[config.mk]
export PLATFORM = sky130hd
export DESIGN_NAME = fpuex_status
export DESIGN_NICKNAME = d
export VERILOG_FILES = /design/src/fpuex_pkg.sv /design/src/fpuex_status.sv
export SDC_FILE = /design/constraint.sdc
export NUM_CORES = 1
export LEC_CHECK = 0
export BUFFER_PORTS_ARGS = -buffer_cell sky130_fd_sc_hd__buf_4
export CORE_MARGIN = 2
export CORE_UTILIZATION = 44
export CTS_CLUSTER_SIZE = 12
export DETAILED_ROUTE_END_ITERATION = 8
export PLACE_DENSITY = 0.8
export SKIP_CTS_REPAIR_TIMING = 1
export SYNTH_ARGS = -nofsm -noshare
export SYNTH_HDL_FRONTEND = slang
export SYNTH_SLANG_ARGS = --single-unit
[constraint.sdc]
create_clock -name core_clk -period 2 [get_ports core_clk]
set_input_delay 0.1 -clock core_clk [delete_from_list [all_inputs] [get_ports core_clk]]
set_output_delay 0.1 -clock core_clk [all_outputs]
set_load 0.02 [all_outputs]
[src/fpuex_pkg.sv]
// Package for the floating point status and exception logic.
// Assumes one core clock and a synchronous active-low reset.
package fpuex_pkg;
	// ----------------------------------------------------------------
	// Status word layout
	// ----------------------------------------------------------------
	localparam int EXC_N         = 6;
	localparam int BIT_INVALID   = 0;
	localparam int BIT_DENORMAL  = 1;
	localparam int BIT_ZERODIV   = 2;
	localparam int BIT_OVERFLOW  = 3;
	localparam int BIT_UNDERFLOW = 4;
	localparam int BIT_INEXACT   = 5;
	localparam int BIT_SF        = 6;
	localparam int BIT_ES        = 7;
	localparam int BIT_C0        = 8;
	localparam int BIT_C1        = 9;
	localparam int BIT_C2        = 10;
	localparam int BIT_C3        = 14;
	localparam int BIT_BUSY      = 15;
	localparam logic [15:0] SW_RESET = 16'h0000;
	localparam logic [5:0]  MASK_RESET = 6'h3f;
	// ----------------------------------------------------------------
	// Pointer image layouts
	// ----------------------------------------------------------------
	typedef enum logic [1:0] {
		FPUEX_PROT32,
		FPUEX_PROT16,
		FPUEX_REAL32,
		FPUEX_REAL16
	} fpuex_layout_type;
	localparam logic [7:0] OFS_CW   = 8'h00;
	localparam logic [7:0] OFS_SW   = 8'h04;
	localparam logic [7:0] OFS_TW   = 8'h08;
	localparam logic [7:0] OFS_IPLO = 8'h0c;
	localparam logic [7:0] OFS_IPHI = 8'h10;
	localparam logic [7:0] OFS_OPLO = 8'h14;
	localparam logic [7:0] OFS_OPHI = 8'h18;
	localparam int OPC_W = 11;
	// ----------------------------------------------------------------
	// Compare and class codes, C3 C2 C0 and C3 C2 C0 with C1 sign
	// ----------------------------------------------------------------
	localparam logic [2:0] CMP_GT  = 3'h0;
	localparam logic [2:0] CMP_LT  = 3'h1;
	localparam logic [2:0] CMP_EQ  = 3'h4;
	localparam logic [2:0] CMP_UNO = 3'h7;
	typedef enum logic [2:0] {
		FPUEX_CLS_UNSUP,
		FPUEX_CLS_NAN,
		FPUEX_CLS_NORMAL,
		FPUEX_CLS_INF,
		FPUEX_CLS_ZERO,
		FPUEX_CLS_EMPTY,
		FPUEX_CLS_DENORM
	} fpuex_class_type;
	localparam logic [2:0] CLS_UNSUP  = 3'h0;
	localparam logic [2:0] CLS_NAN    = 3'h1;
	localparam logic [2:0] CLS_NORMAL = 3'h2;
	localparam logic [2:0] CLS_INF    = 3'h3;
	localparam logic [2:0] CLS_ZERO   = 3'h4;
	localparam logic [2:0] CLS_EMPTY  = 3'h5;
	localparam logic [2:0] CLS_DENORM = 3'h6;
	// ----------------------------------------------------------------
	// Masked default result selections
	// ----------------------------------------------------------------
	typedef enum logic [2:0] {
		FPUEX_RES_NORMAL,
		FPUEX_RES_INDEF,
		FPUEX_RES_INF,
		FPUEX_RES_MAXFIN,
		FPUEX_RES_DENORM
	} fpuex_result_type;
endpackage

[src/fpuex_status.sv]
// Floating point status word, exception flags, error output and pointers.
// Assumes the datapath reports exceptions and instruction decode as
// one-cycle strobes from logic on core_clk.
//
// Functional notes
// - Summary bit set when any unmasked flag is set, clear otherwise.
// - Error output low while the summary bit is set.
// - Stack invalid sets stack fault; bit 9 one for overflow, zero underflow.
// - Detected exceptions set their matching sticky flag.
// - Each flag has its own control word mask; masked takes default action.
// - Fixed precedence invalid, denormal, zero divide, overflow, underflow, inexact.
// - Pending unmasked fault traps vector 16, or external path if native enable.
// - Reload recomputes summary and mirror bit from flags and masks.
// - Reload leaving summary set drives the error output immediately.
// - On exception the faulting instruction and operand addresses are kept.
// - Each decode with no unmasked fault pending captures instruction address, opcode, and operand address if it has a memory operand.
// - Operand pointer may be stale when instruction had no memory operand.
// - Pointer image layout picked by mode and operand size; V86 uses real.
// - Compare sets C3 C2 C0 to 000, 001, 100 or 111.
// - Masked invalid yields indefinite result.
// - Zero divide with finite nonzero dividend; masked result is infinity.
// - Masked overflow yields largest finite or infinity; the code always selects FPUEX_RES_MAXFIN.
// - Masked underflow yields denormal or zero.
// - Denormal operand flagged; masked processing continues.
// - Inexact flagged on rounding; masked processing continues.
`timescale 1ns/100ps
module fpuex_status #(
	parameter int ADDR_W = 32
) (
	// Clock, reset, enable
	input  wire logic                          core_clk,
	input  wire logic                          rst_b,
	input  wire logic                          clk_en,
	// Control word and core state
	input  wire logic [5:0]                    exc_mask,
	input  wire logic                          native_error_enable,
	input  wire logic                          prot_mode,
	input  wire logic                          v86_mode,
	input  wire logic                          opsize32,
	// Instruction decode
	input  wire logic                          decode_stb,
	input  wire logic [ADDR_W-1:0]             decode_ip,
	input  wire logic                          decode_has_mem,
	input  wire logic [ADDR_W-1:0]             decode_op_addr,
	input  wire logic [fpuex_pkg::OPC_W-1:0]   decode_opcode,
	input  wire logic                          fp_or_wait_issue,
	// Datapath exception detection
	input  wire logic                          exc_stb,
	input  wire logic                          det_invalid,
	input  wire logic                          det_stack,
	input  wire logic                          det_stack_over,
	input  wire logic                          det_denormal,
	input  wire logic                          det_zerodiv,
	input  wire logic                          det_overflow,
	input  wire logic                          det_underflow,
	input  wire logic                          det_inexact,
	// Condition code results
	input  wire logic                          cmp_stb,
	input  wire logic                          cmp_gt,
	input  wire logic                          cmp_lt,
	input  wire logic                          cmp_eq,
	input  wire logic                          exam_stb,
	input  wire fpuex_pkg::fpuex_class_type    exam_class,
	input  wire logic                          exam_sign,
	// Status reload and clear
	input  wire logic                          sw_load_stb,
	input  wire logic [15:0]                   sw_load_val,
	input  wire logic                          sw_clear_stb,
	// Outputs
	output logic [15:0]                        fpu_status_word,
	output logic                               fp_error_output_b,
	output logic                               fault_vector16,
	output logic                               fault_external,
	output fpuex_pkg::fpuex_result_type        masked_result,
	output logic [ADDR_W-1:0]                  fault_ip,
	output logic [ADDR_W-1:0]                  fault_op_addr,
	output logic [fpuex_pkg::OPC_W-1:0]        fault_opcode,
	output fpuex_pkg::fpuex_layout_type        image_layout
);
	// ----------------------------------------------------------------
	// State
	// ----------------------------------------------------------------
	logic [5:0]                  flags_ff, nxt_flags;
	logic                        sf_ff, nxt_sf;
	logic [3:0]                  cc_ff, nxt_cc;
	logic [ADDR_W-1:0]           ip_ff, op_ff;
	logic [fpuex_pkg::OPC_W-1:0] opc_ff;
	logic                        trap_ff;

	wire [5:0] det_vec = {det_inexact, det_underflow, det_overflow,
	                      det_zerodiv, det_denormal, det_invalid};
	// Zero divide is dropped when invalid already wins, per precedence.
	wire [5:0] det_eff;
	assign det_eff[fpuex_pkg::BIT_INVALID]   = det_invalid;
	assign det_eff[fpuex_pkg::BIT_DENORMAL]  = det_denormal & ~det_invalid;
	assign det_eff[fpuex_pkg::BIT_ZERODIV]   = det_zerodiv & ~det_invalid & ~det_denormal;
	assign det_eff[fpuex_pkg::BIT_OVERFLOW]  = det_overflow & ~det_invalid & ~det_zerodiv;
	assign det_eff[fpuex_pkg::BIT_UNDERFLOW] = det_underflow & ~det_invalid & ~det_overflow;
	assign det_eff[fpuex_pkg::BIT_INEXACT]   = det_inexact;

	// ----------------------------------------------------------------
	// Flag and condition code update
	// ----------------------------------------------------------------
	// A reload replaces the flags; a same-cycle detection still ORs in.
	wire [5:0] base_flags = sw_clear_stb ? 6'h00 :
	                        sw_load_stb  ? sw_load_val[5:0] : flags_ff;
	wire       base_sf    = sw_clear_stb ? 1'b0 :
	                        sw_load_stb  ? sw_load_val[fpuex_pkg::BIT_SF] : sf_ff;
	wire [3:0] load_cc    = {sw_load_val[fpuex_pkg::BIT_C3], sw_load_val[fpuex_pkg::BIT_C2],
	                         sw_load_val[fpuex_pkg::BIT_C1], sw_load_val[fpuex_pkg::BIT_C0]};
	wire       stack_exc  = exc_stb & det_invalid & det_stack;
	wire [2:0] cmp_code   = cmp_gt ? fpuex_pkg::CMP_GT :
	                        cmp_lt ? fpuex_pkg::CMP_LT :
	                        cmp_eq ? fpuex_pkg::CMP_EQ : fpuex_pkg::CMP_UNO;
	wire [2:0] cls_code   = 3'(exam_class);
	wire [3:0] cls_cc;
	// Class code bits map to C3 C2 C0 in the order zero/empty/denormal high.
	assign cls_cc = (cls_code == fpuex_pkg::CLS_UNSUP)  ? {2'b00, exam_sign, 1'b0} :
	                (cls_code == fpuex_pkg::CLS_NAN)    ? {2'b00, exam_sign, 1'b1} :
	                (cls_code == fpuex_pkg::CLS_NORMAL) ? {2'b01, exam_sign, 1'b0} :
	                (cls_code == fpuex_pkg::CLS_INF)    ? {2'b01, exam_sign, 1'b1} :
	                (cls_code == fpuex_pkg::CLS_ZERO)   ? {2'b10, exam_sign, 1'b0} :
	                (cls_code == fpuex_pkg::CLS_EMPTY)  ? {2'b10, exam_sign, 1'b1} :
	                                                      {2'b11, exam_sign, 1'b0};

	assign nxt_flags = base_flags | (exc_stb ? det_eff : 6'h00);
	assign nxt_sf    = base_sf | stack_exc;
	assign nxt_cc    = stack_exc    ? {cc_ff[3:2], det_stack_over, cc_ff[0]} :
	                   cmp_stb      ? {cmp_code[2], cmp_code[1], cc_ff[1], cmp_code[0]} :
	                   exam_stb     ? cls_cc :
	                   sw_clear_stb ? 4'h0 :
	                   sw_load_stb  ? load_cc : cc_ff;

	always_ff @(posedge core_clk)
	begin
		if (!rst_b)
		begin
			flags_ff <= fpuex_pkg::SW_RESET[5:0];
			sf_ff    <= 1'b0;
			cc_ff    <= 4'h0;
		end
		else if (clk_en)
		begin
			flags_ff <= nxt_flags;
			sf_ff    <= nxt_sf;
			cc_ff    <= nxt_cc;
		end
	end

	// ----------------------------------------------------------------
	// Summary, error output and trap
	// ----------------------------------------------------------------
	// Summary is always derived, so a reload never copies bits 7 and 15.
	wire es = |(flags_ff & ~exc_mask);
	assign fpu_status_word = {es, cc_ff[3], 3'h0, cc_ff[2], cc_ff[1], cc_ff[0],
	                          es, sf_ff, flags_ff};
	// Driven straight from state, so a reload shows on the next cycle.
	assign fp_error_output_b = ~es;

	wire raise = fp_or_wait_issue & es & clk_en;
	assign fault_vector16 = raise & ~native_error_enable;
	assign fault_external = raise & native_error_enable;

	// Default action for the highest-precedence masked exception.
	wire [5:0] mhit = det_eff & exc_mask;
	assign masked_result = ~exc_stb                                   ? fpuex_pkg::FPUEX_RES_NORMAL :
	                       mhit[fpuex_pkg::BIT_INVALID]   ? fpuex_pkg::FPUEX_RES_INDEF :
	                       mhit[fpuex_pkg::BIT_ZERODIV]   ? fpuex_pkg::FPUEX_RES_INF :
	                       mhit[fpuex_pkg::BIT_OVERFLOW]  ? fpuex_pkg::FPUEX_RES_MAXFIN :
	                       mhit[fpuex_pkg::BIT_UNDERFLOW] ? fpuex_pkg::FPUEX_RES_DENORM :
	                                                        fpuex_pkg::FPUEX_RES_NORMAL;

	// ----------------------------------------------------------------
	// Instruction and operand pointers
	// ----------------------------------------------------------------
	// Capture at decode; once an unmasked fault is latched, later decodes
	// are held off so the handler sees the faulting instruction.
	wire new_fault = exc_stb & |(det_eff & ~exc_mask);
	wire cap_en    = decode_stb & ~trap_ff & ~es;
	always_ff @(posedge core_clk)
	begin
		if (!rst_b)
		begin
			ip_ff   <= '0;
			op_ff   <= '0;
			opc_ff  <= '0;
			trap_ff <= 1'b0;
		end
		else if (clk_en)
		begin
			if (cap_en)
				ip_ff <= decode_ip;
			if (cap_en && decode_has_mem)
				op_ff <= decode_op_addr;
			if (cap_en)
				opc_ff <= decode_opcode;
			trap_ff <= (trap_ff | new_fault) & ~sw_clear_stb;
		end
	end
	assign fault_ip      = ip_ff;
	assign fault_op_addr = op_ff;
	assign fault_opcode  = opc_ff;

	// Virtual-86 code stores with the real-mode images.
	wire is_prot = prot_mode & ~v86_mode;
	assign image_layout = is_prot ? (opsize32 ? fpuex_pkg::FPUEX_PROT32 : fpuex_pkg::FPUEX_PROT16) :
	                                (opsize32 ? fpuex_pkg::FPUEX_REAL32 : fpuex_pkg::FPUEX_REAL16);

	// ----------------------------------------------------------------
	// Checks
	// ----------------------------------------------------------------
	property p_es_def;
		@(posedge core_clk) disable iff (!rst_b)
		fpu_status_word[fpuex_pkg::BIT_ES] == |(fpu_status_word[5:0] & ~exc_mask);
	endproperty
	a_es_def: assert property (p_es_def) else $error("summary bit mismatch");

	property p_fp_error_output;
		@(posedge core_clk) disable iff (!rst_b)
		fp_error_output_b == ~fpu_status_word[fpuex_pkg::BIT_ES];
	endproperty
	a_fp_error_output: assert property (p_fp_error_output) else $error("error output wrong");

	property p_sf;
		@(posedge core_clk) disable iff (!rst_b)
		clk_en && stack_exc |=> fpu_status_word[fpuex_pkg::BIT_SF] &&
		                        fpu_status_word[fpuex_pkg::BIT_C1] == $past(det_stack_over);
	endproperty
	a_sf: assert property (p_sf) else $error("stack fault not recorded");

	property p_flag_set;
		@(posedge core_clk) disable iff (!rst_b)
		clk_en && exc_stb && det_invalid |=> fpu_status_word[fpuex_pkg::BIT_INVALID];
	endproperty
	a_flag_set: assert property (p_flag_set) else $error("invalid flag lost");

	property p_prec;
		@(posedge core_clk) disable iff (!rst_b)
		clk_en && exc_stb && det_invalid && !sw_clear_stb && !sw_load_stb && !flags_ff[2]
		|=> !fpu_status_word[fpuex_pkg::BIT_ZERODIV];
	endproperty
	a_prec: assert property (p_prec) else $error("precedence violated");

	property p_trap;
		@(posedge core_clk) disable iff (!rst_b)
		clk_en && fp_or_wait_issue && !fp_error_output_b |-> (fault_vector16 ^ fault_external) &&
		                                                 fault_external == native_error_enable;
	endproperty
	a_trap: assert property (p_trap) else $error("fault routing wrong");

	property p_mirror;
		@(posedge core_clk) disable iff (!rst_b)
		fpu_status_word[fpuex_pkg::BIT_BUSY] == fpu_status_word[fpuex_pkg::BIT_ES];
	endproperty
	a_mirror: assert property (p_mirror) else $error("mirror bit mismatch");

	property p_reload;
		@(posedge core_clk) disable iff (!rst_b)
		clk_en && sw_load_stb && !sw_clear_stb && |(sw_load_val[5:0] & ~exc_mask) ##1 $stable(exc_mask)
		|-> !fp_error_output_b;
	endproperty
	a_reload: assert property (p_reload) else $error("reload did not raise error");

	property p_cmp;
		@(posedge core_clk) disable iff (!rst_b)
		clk_en && cmp_stb && cmp_eq && !cmp_gt && !cmp_lt && !stack_exc
		|=> {fpu_status_word[fpuex_pkg::BIT_C3], fpu_status_word[fpuex_pkg::BIT_C2],
		     fpu_status_word[fpuex_pkg::BIT_C0]} == fpuex_pkg::CMP_EQ;
	endproperty
	a_cmp: assert property (p_cmp) else $error("compare code wrong");

	property p_cap;
		@(posedge core_clk) disable iff (!rst_b)
		clk_en && cap_en |=> fault_ip == $past(decode_ip) && fault_opcode == $past(decode_opcode);
	endproperty
	a_cap: assert property (p_cap) else $error("pointer capture failed");
endmodule

==> results of run 1 <==
-- kinds of logic after synthesis --
| family | Yosys count | share of synthesized area (%) |
|---|---|---|
| AND/OR/NAND/NOR | 163 | 19.54 |
| AO/OA/AOI/OAI | 109 | 16.74 |
| flip-flops | 87 | 44.73 |
| buffers and inverters | 55 | 7.841 |
| multiplexers | 43 | 11.05 |
| other | 1 | 0.09631 |
-- layer usage --
layer  vias up  global-route usage (%)
met5         -                       0
li1       2009                       -
met4         0                   8.868
met1      1922                   29.16
met2       203                   36.88
met3        22                   6.371
-- where the power goes --
group / internal (mW) / leakage, nW / switching [mW] / total, mW
logic: 0.442 / 1.86 / 0.461 / 0.903
clock network: 0.655 / 0.106 / 0.644 / 1.30
registers: 1.82 / 0.709 / 0.0468 / 1.86
total: 2.91 / 2.67 / 1.15 / 4.07
-- registers in the layout, indices dropped and copies added (netlist names) --
signal,flops
flags_ff,6
fault_ip,32
fault_op_addr,32
fault_opcode,11
cc_ff,4
trap_ff,1
sf_ff,1
-- stage by stage --
| stage | instances | total power, mW | hold slack, ns | setup TNS [ns] | area (um^2) |
|---|---|---|---|---|---|
| 2_1_floorplan | 460 | 2.362 | 0.2422 | 0 | 3901 |
| 3_3_place_gp | 750 | 2.728 | 0.3573 | 0 | 5489 |
| 3_5_place_dp | 750 | 2.747 | 0.3654 | 0 | 5489 |
| 4_1_cts | 766 | 4.052 | -0.02000 | 0 | 5704 |
| 5_1_grt | 794 | 4.258 | -0.0003131 | -0.005256 | 6005 |
| 6_report | 794 | 4.066 | 0.0006342 | 0 | 6005 |
-- synth_stat cells (3+ instances only) --
cell       n  area [um^2]
a21oi_1   43        215.2
a22oi_1    7        52.55
buf_12     4        80.08
buf_2      3        15.01
buf_4      6        45.04
clkbuf_1  27        101.4
dfxtp_1   87         1742
inv_1     14        52.55
mux2i_1   43        430.4
nand2_1   98        367.9
nand3_1   33        165.2
nor2_1     6        22.52
nor2b_1    4        25.02
nor3b_1    4        30.03
o21ai_0   37        185.2
-- cell type report --
cell class	instances	area [um^2]	area share, %
Clock buffer	11	151.4	2.521
Clock inverter	5	63.81	1.063
Inverter	14	52.55	0.8752
Multi-Input combinational cell	318	1883	31.36
Sequential cell	87	1742	29.01
Tap cell	108	135.1	2.250
Timing Repair Buffer	251	1977	32.92
-- how the worst max path moves through the flow --
| stage | cells after the start | slack (ns) | start | to |
|---|---|---|---|---|
| 4_1_cts | 6 | 0.01 | flags_ff[0]$_SDFFE_PN0P_ | fault_external |
| 6_report | 6 | 0.10 | flags_ff[0]$_SDFFE_PN0P_ | fault_vector16 |
| 3_5_place_dp | 4 | 0.18 | flags_ff[4]$_SDFFE_PN0P_ | fault_op_addr[20]$_SDFFE_PN0P_ |
| 3_3_place_gp | 4 | 0.26 | flags_ff[4]$_SDFFE_PN0P_ | fault_op_addr[12]$_SDFFE_PN0P_ |
| 2_1_floorplan | 5 | 0.12 | flags_ff[0]$_SDFFE_PN0P_ | fault_external |
| 5_1_grt | 6 | -0.005 | flags_ff[0]$_SDFFE_PN0P_ | fault_vector16 |
-- worst min-delay path, stage by stage --
cell and delay, ns:
buf_4 0.11, nand3_1 0.05, a21oi_1 0.05
==> metrics.md, run 1 <==
| Metric | Value |
|---|---|
| Power Density | `between 600 and 700 nW/um^2` |
| Setup WS post-layout | `0.1019 ns` |
| Leak | `about 2.7 nW` |
| Layout cells sized above 1 | `36.88%` |
| Critical Path End Type | `output pin` |
| Mapped cell area | `3894 um^2` |
| Top FF cell, synth | `dfxtp_1` |
| Most common cell after layout, fill and taps aside | `buf_4` |
| DR WL/cell | `about 15 um` |
| Worst slack, placed | `0.1791 ns` |
| Dpl hpwl | `between 8 and 9 mm` |
| Maximum root-to-sink buffer count | `2` |
| Hold Fails Final Rpt | `0` |
| Initial antenna violation count | `0` |
| Req. time, crit path | `1.90 ns` |
| Top sig layer | `met4` |
| Slew HR | `49.69%` |
| Detail Route Antenna Nets | `0` |
| Initial Utilization | `between 40% and 50%` |
| Number of max-cap violations | `0` |
| Core area | `8636 um^2` |
| Number of global-route vias before repair | `3923` |
| Peak supply drop | `0.4927 mV` |
| Cell family with most CP delay | `simple AND/OR/NAND/NOR gates` |
| Worst Hold Depth | `3` |
| Clock sink total | `87` |
| Drt drc | `0` |
| Crit-path cells | `or2b_2 > o2111a_1 > nand2b_1 > inv_1 > nor3_1 > buf_4` |
| IO Pins | `roughly 230` |
| Hold Startpoint | `decode_op_addr[25]` |
| Clock latency on the worst-skew pair | `0.35 ns` |
| TritonCTS clock tree | `done` |
| CTS buffer count | `9` |
| Worst-Margin Slew | `0.7468 ns` |
| Setup CP Type | `register to output pin` |
| Fin nets | `a little over 800` |
| Gr ovfl total | `0` |
| DR pass1 iterations | `4` |
| Total number of vias | `4156` |
| Fillers | `671` |
| Async SR Flop Fraction | `0%` |
| Placer Congestion | `0.8235` |
| CP peak stage delay | `0.35 ns` |
| Post-layout minimum cycle time | `1.898 ns` |
| Met2 routed WL | `~5.7 mm` |
| GRT Util Overall | `22.87%` |
| Synth-to-layout area growth | `54.21%` |
| Synth Register Bits | `87` |
| R2r startpoint | `flags_ff[0]$_SDFFE_PN0P_` |
| Crit start category | `register` |
| Final period util | `94.91%` |
| Cells after Synth | `458` |
| ANT cells | `0` |
| WP buf/inv | `2` |
| Max-slew violations | `0` |
| Yosys warns | `0` |
| Critical Path AT | `1.80 ns` |
| Pin count of the biggest net entering global routing | `69` |
| # setup viols final | `0` |
| Max Fclk | `526.8 MHz` |
| Row Count | `34` |
| Register area share after synthesis | `about 45%` |
| Die height | `a little under 100 um` |
| Chip width | `98.07 um` |
| Worst Hold Path EP | `fault_op_addr[25]$_SDFFE_PN0P_` |
| FF-to-FF setup slack | `0.39 ns` |
| Vias per cell | `5.234` |
| EDFF count, synth | `0` |
| Clock Skew | `0.01176 ns` |
| Worst path slowest cell | `dfxtp_1` |
| First-pass GRT wire length | `18.24 mm` |
| CP Max Fanout | `3` |
| Synth unique cells | `46` |
| Clk root buf | `clkbuf_8` |
| Iteration-0 DRC Markers | `179` |
| Syn Area/Cell | `between 8 and 9 um^2` |
| Reg2reg path depth | `5` |
| Clock slew at reported path FFs | `0.09 ns` |
| Fin util | `a little over two thirds` |
| Wl on met1 | `around 4.9 mm` |
| Final WL | `11.91 mm` |
| Most frequent cells in the layout | `buf_4 (222), nand2_1 (98), dfxtp_1 (87), mux2i_1 (43), a21oi_1 (43)` |
| Status | `complete, no violations` |
| DIE AREA | `9618 um^2` |
| Reg2reg end | `fault_op_addr[9]$_SDFFE_PN0P_` |
| I/O Buffers | `~220` |
| Worst hold path type | `primary input to register` |
| H-tree Lvls | `3` |
| Met3 WL | `about 1.0 mm` |
Power figures use the tool's default switching activity.
==> run 2, diff against run 1 <==
--- a/config.mk
+++ b/config.mk
@@ -11,6 +11,7 @@
 export CTS_CLUSTER_SIZE = 12
 export DETAILED_ROUTE_END_ITERATION = 8
 export PLACE_DENSITY = 0.8
+export RECOVER_POWER = 100
 export SKIP_CTS_REPAIR_TIMING = 1
 export SYNTH_ARGS = -nofsm -noshare
 export SYNTH_HDL_FRONTEND = slang
==> run 2 against run 1 <==
  * The run now ends with negative hold slack left
  * Setup slack worse by 0.0040 ns
  * Global-route usage unchanged
  * Utilization down 4.7 points
  * Power down 2.2%
  * Register-to-register slack worse by 0.22 ns
  * Largest cell class is now multi-input gates
  * Largest power group unchanged
==> metrics.md, run 2 (synthesized netlist as in run 1, its figures left out) <==
| Metric | Value |
|---|---|
| NetSw | `1.153 mW (about the same)` |
| Most frequent cells in the layout | `buf_4 (122), nand2_1 (98), clkbuf_1 (96), dfxtp_1 (87)` |
| Maximum root-to-sink buffer count | `2 (unchanged)` |
| Critical Path AT | `1.80 ns (about the same)` |
| Core area | `8636 um^2 (unchanged)` |
| Clock Skew | `0.01603 ns (+0.004264 ns)` |
| Post-layout minimum cycle time | `1.902 ns (+0.004030 ns)` |
| # setup viols final | `0 (unchanged)` |
| Max-slew violations | `0 (unchanged)` |
| Worst Hold Depth | `3 (unchanged)` |
| CP peak stage delay | `0.35 ns (about the same)` |
| Fin util | `64.84% (-4.7 points)` |
| Row Count | `34 (unchanged)` |
| Reg2reg path depth | `5 (unchanged)` |
| Worst hold path type | `primary input to register` |
| Most common cell after layout, fill and taps aside | `buf_4` |
| Final instance area | `5599 um^2 (-6.8%)` |
| Setup WS post-layout | `0.09784 ns (-0.004030 ns)` |
| Critical Path End Type | `output pin` |
| Final WL | `11.92 mm (+0.16%)` |
| Worst-Margin Slew | `1.216 ns (+0.4690 ns)` |
| Sequential Power Share | `46.8% (+1.0 points)` |
| Detail Route Antenna Nets | `0 (unchanged)` |
| CP Max Fanout | `3 (unchanged)` |
| Chip width | `98.07 um (unchanged)` |
| Combinational cell fraction of total power | `20.4% (-1.8 points)` |
| Clock sink total | `87 (unchanged)` |
| CTS buffer count | `9 (unchanged)` |
| Worst path slowest cell | `dfxtp_1` |
| Peak supply drop | `0.4932 mV (about the same)` |
| Number of max-cap violations | `0 (unchanged)` |
| Reg2reg end | `fault_op_addr[9]$_SDFFE_PN0P_` |
| Total number of vias | `4156 (unchanged)` |
| Number of global-route vias before repair | `3923 (unchanged)` |
| Worst slack, placed | `0.1791 ns (unchanged)` |
| Crit start category | `register` |
| TritonCTS clock tree | `done` |
| Dpl hpwl | `8.222 mm (unchanged)` |
| Clk root buf | `clkbuf_8` |
| H-tree Lvls | `3 (unchanged)` |
| Initial Utilization | `45.09% (unchanged)` |
| Max Fclk | `525.7 MHz (-0.21%)` |
| Worst Hold Path EP | `fault_op_addr[25]$_SDFFE_PN0P_` |
| Vias per cell | `5.234 (unchanged)` |
| Leak | `2.261 nW (-15%)` |
| Iteration-0 DRC Markers | `168 (-6.1%)` |
| DIE AREA | `9618 um^2 (unchanged)` |
| Switching part of the total power | `28.98% (+0.63 points)` |
| Placement Cell Area | `5489 um^2 (unchanged)` |
| Layout cells sized above 1 | `22.89% (-14 points)` |
| Drt drc | `0 (unchanged)` |
| GRT Util Overall | `22.87% (unchanged)` |
| Power Density | `710.5 nW/um^2 (+4.9%)` |
| Setup CP Type | `register to output pin` |
| I/O Buffers | `217 (unchanged)` |
| Slew HR | `18.95% (-31 points)` |
| Placer Congestion | `0.8235 (unchanged)` |
| Clock slew at reported path FFs | `0.10 ns (about the same)` |
| Hold Startpoint | `decode_op_addr[25]` |
| First-pass GRT wire length | `18.24 mm (unchanged)` |
| ANT cells | `0 (unchanged)` |
| Clock latency on the worst-skew pair | `0.35 ns (about the same)` |
| DR WL/cell | `15.02 um (+0.16%)` |
| Synth-to-layout area growth | `43.80%` |
| Failing checks | `negative hold slack` |
| FF-to-FF setup slack | `0.17 ns (-0.22 ns)` |
| Fin nets | `808 (unchanged)` |
| IO Pins | `226 (unchanged)` |
| Pin count of the biggest net entering global routing | `69 (unchanged)` |
| Die height | `98.07 um (unchanged)` |
| Hold Slack | `-0.003942 ns (-0.004576 ns)` |
| Pint | `2.826 mW (-3.0%)` |
| Clock power share | `32.8% (+0.8 points)` |
| DR pass1 iterations | `4 (unchanged)` |
| R2r startpoint | `flags_ff[0]$_SDFFE_PN0P_` |
| Status | `finished, violations left` |
| Initial antenna violation count | `0 (unchanged)` |
| Crit-path cells | `or2b_2 > o2111a_1 > nand2b_1 > inv_1 > nor3_1 > clkbuf_2` |
| Hold Fails Final Rpt | `2 (+2)` |
| Req. time, crit path | `1.90 ns (about the same)` |
| Gr ovfl total | `0 (unchanged)` |
| Final period util | `95.11% (+0.20 points)` |
-- run 2: cell types whose count changed in the layout (fill, tap and decap cells not counted) --
cell,previous run,this run
buf_12,2,0
buf_4,222,122
buf_6,0,1
clkbuf_1,0,96
clkbuf_2,0,5
o2111ai_2,0,1
o2111ai_4,1,0
-- run 2: how the worst max path moves through the flow --
| stage | startpoint | endpoint | slack, ns | depth (start not counted) |
|---|---|---|---|---|
| 2_1_floorplan | flags_ff[0]$_SDFFE_PN0P_ | fault_external | 0.12 | 5 |
| 3_5_place_dp | flags_ff[4]$_SDFFE_PN0P_ | fault_op_addr[20]$_SDFFE_PN0P_ | 0.18 | 4 |
| 5_1_grt | flags_ff[0]$_SDFFE_PN0P_ | fault_vector16 | -0.008 | 6 |
| 6_report | flags_ff[0]$_SDFFE_PN0P_ | fault_vector16 | 0.1 | 6 |
| 3_3_place_gp | flags_ff[4]$_SDFFE_PN0P_ | fault_op_addr[12]$_SDFFE_PN0P_ | 0.26 | 4 |
| 4_1_cts | flags_ff[0]$_SDFFE_PN0P_ | fault_external | 0.01 | 6 |
-- run 2: cell type report --
class,instances,area (um^2)
Clock buffer,11,151.4
Clock inverter,5,63.81
Fill cell,792,3037
Inverter,14,52.55
Multi-Input combinational cell,318,1872
Sequential cell,87,1742
Tap cell,108,135.1
Timing Repair Buffer,251,1583
-- run 2: worst max-delay path, delay by kind of cell (launching register included) --
family / cells / cell delay [ns]
buffers and inverters: 2 / 0.30
flip-flops: 1 / 0.35
AO/OA/AOI/OAI: 1 / 0.17
AND/OR/NAND/NOR: 3 / 0.63
-- run 2: per-stage QoR --
| stage | std cells | TNS, ns | power, mW |
|---|---|---|---|
| finish | 794 | 0 | 3.978 |
| global route | 794 | -0.007655 | 4.166 |
| CTS | 766 | 0 | 4.052 |
| detailed placement | 750 | 0 | 2.747 |
| global placement | 750 | 0 | 2.728 |
| floorplan | 460 | 0 | 2.362 |
-- run 2: power by group through the flow --
stage | Combinational (mW) | Clock [mW] | Sequential, mW
after floorplan | 0.362 | 0 | 2.00
after global placement | 0.830 | 0 | 1.90
after detailed placement | 0.844 | 0 | 1.90
after CTS | 0.846 | 1.34 | 1.86
after global routing | 0.876 | 1.42 | 1.87
final | 0.812 | 1.30 | 1.86
-- run 2: per-layer routing --
metal / track usage [%] / routed length (um) / vias up
met4: 8.868 / 243 / 0
met3: 6.371 / 940 / 22
met2: 36.88 / 5683 / 207
met1: 29.16 / 5056 / 1915
li1: - / - / 2012
met5: 0 / 0 / -
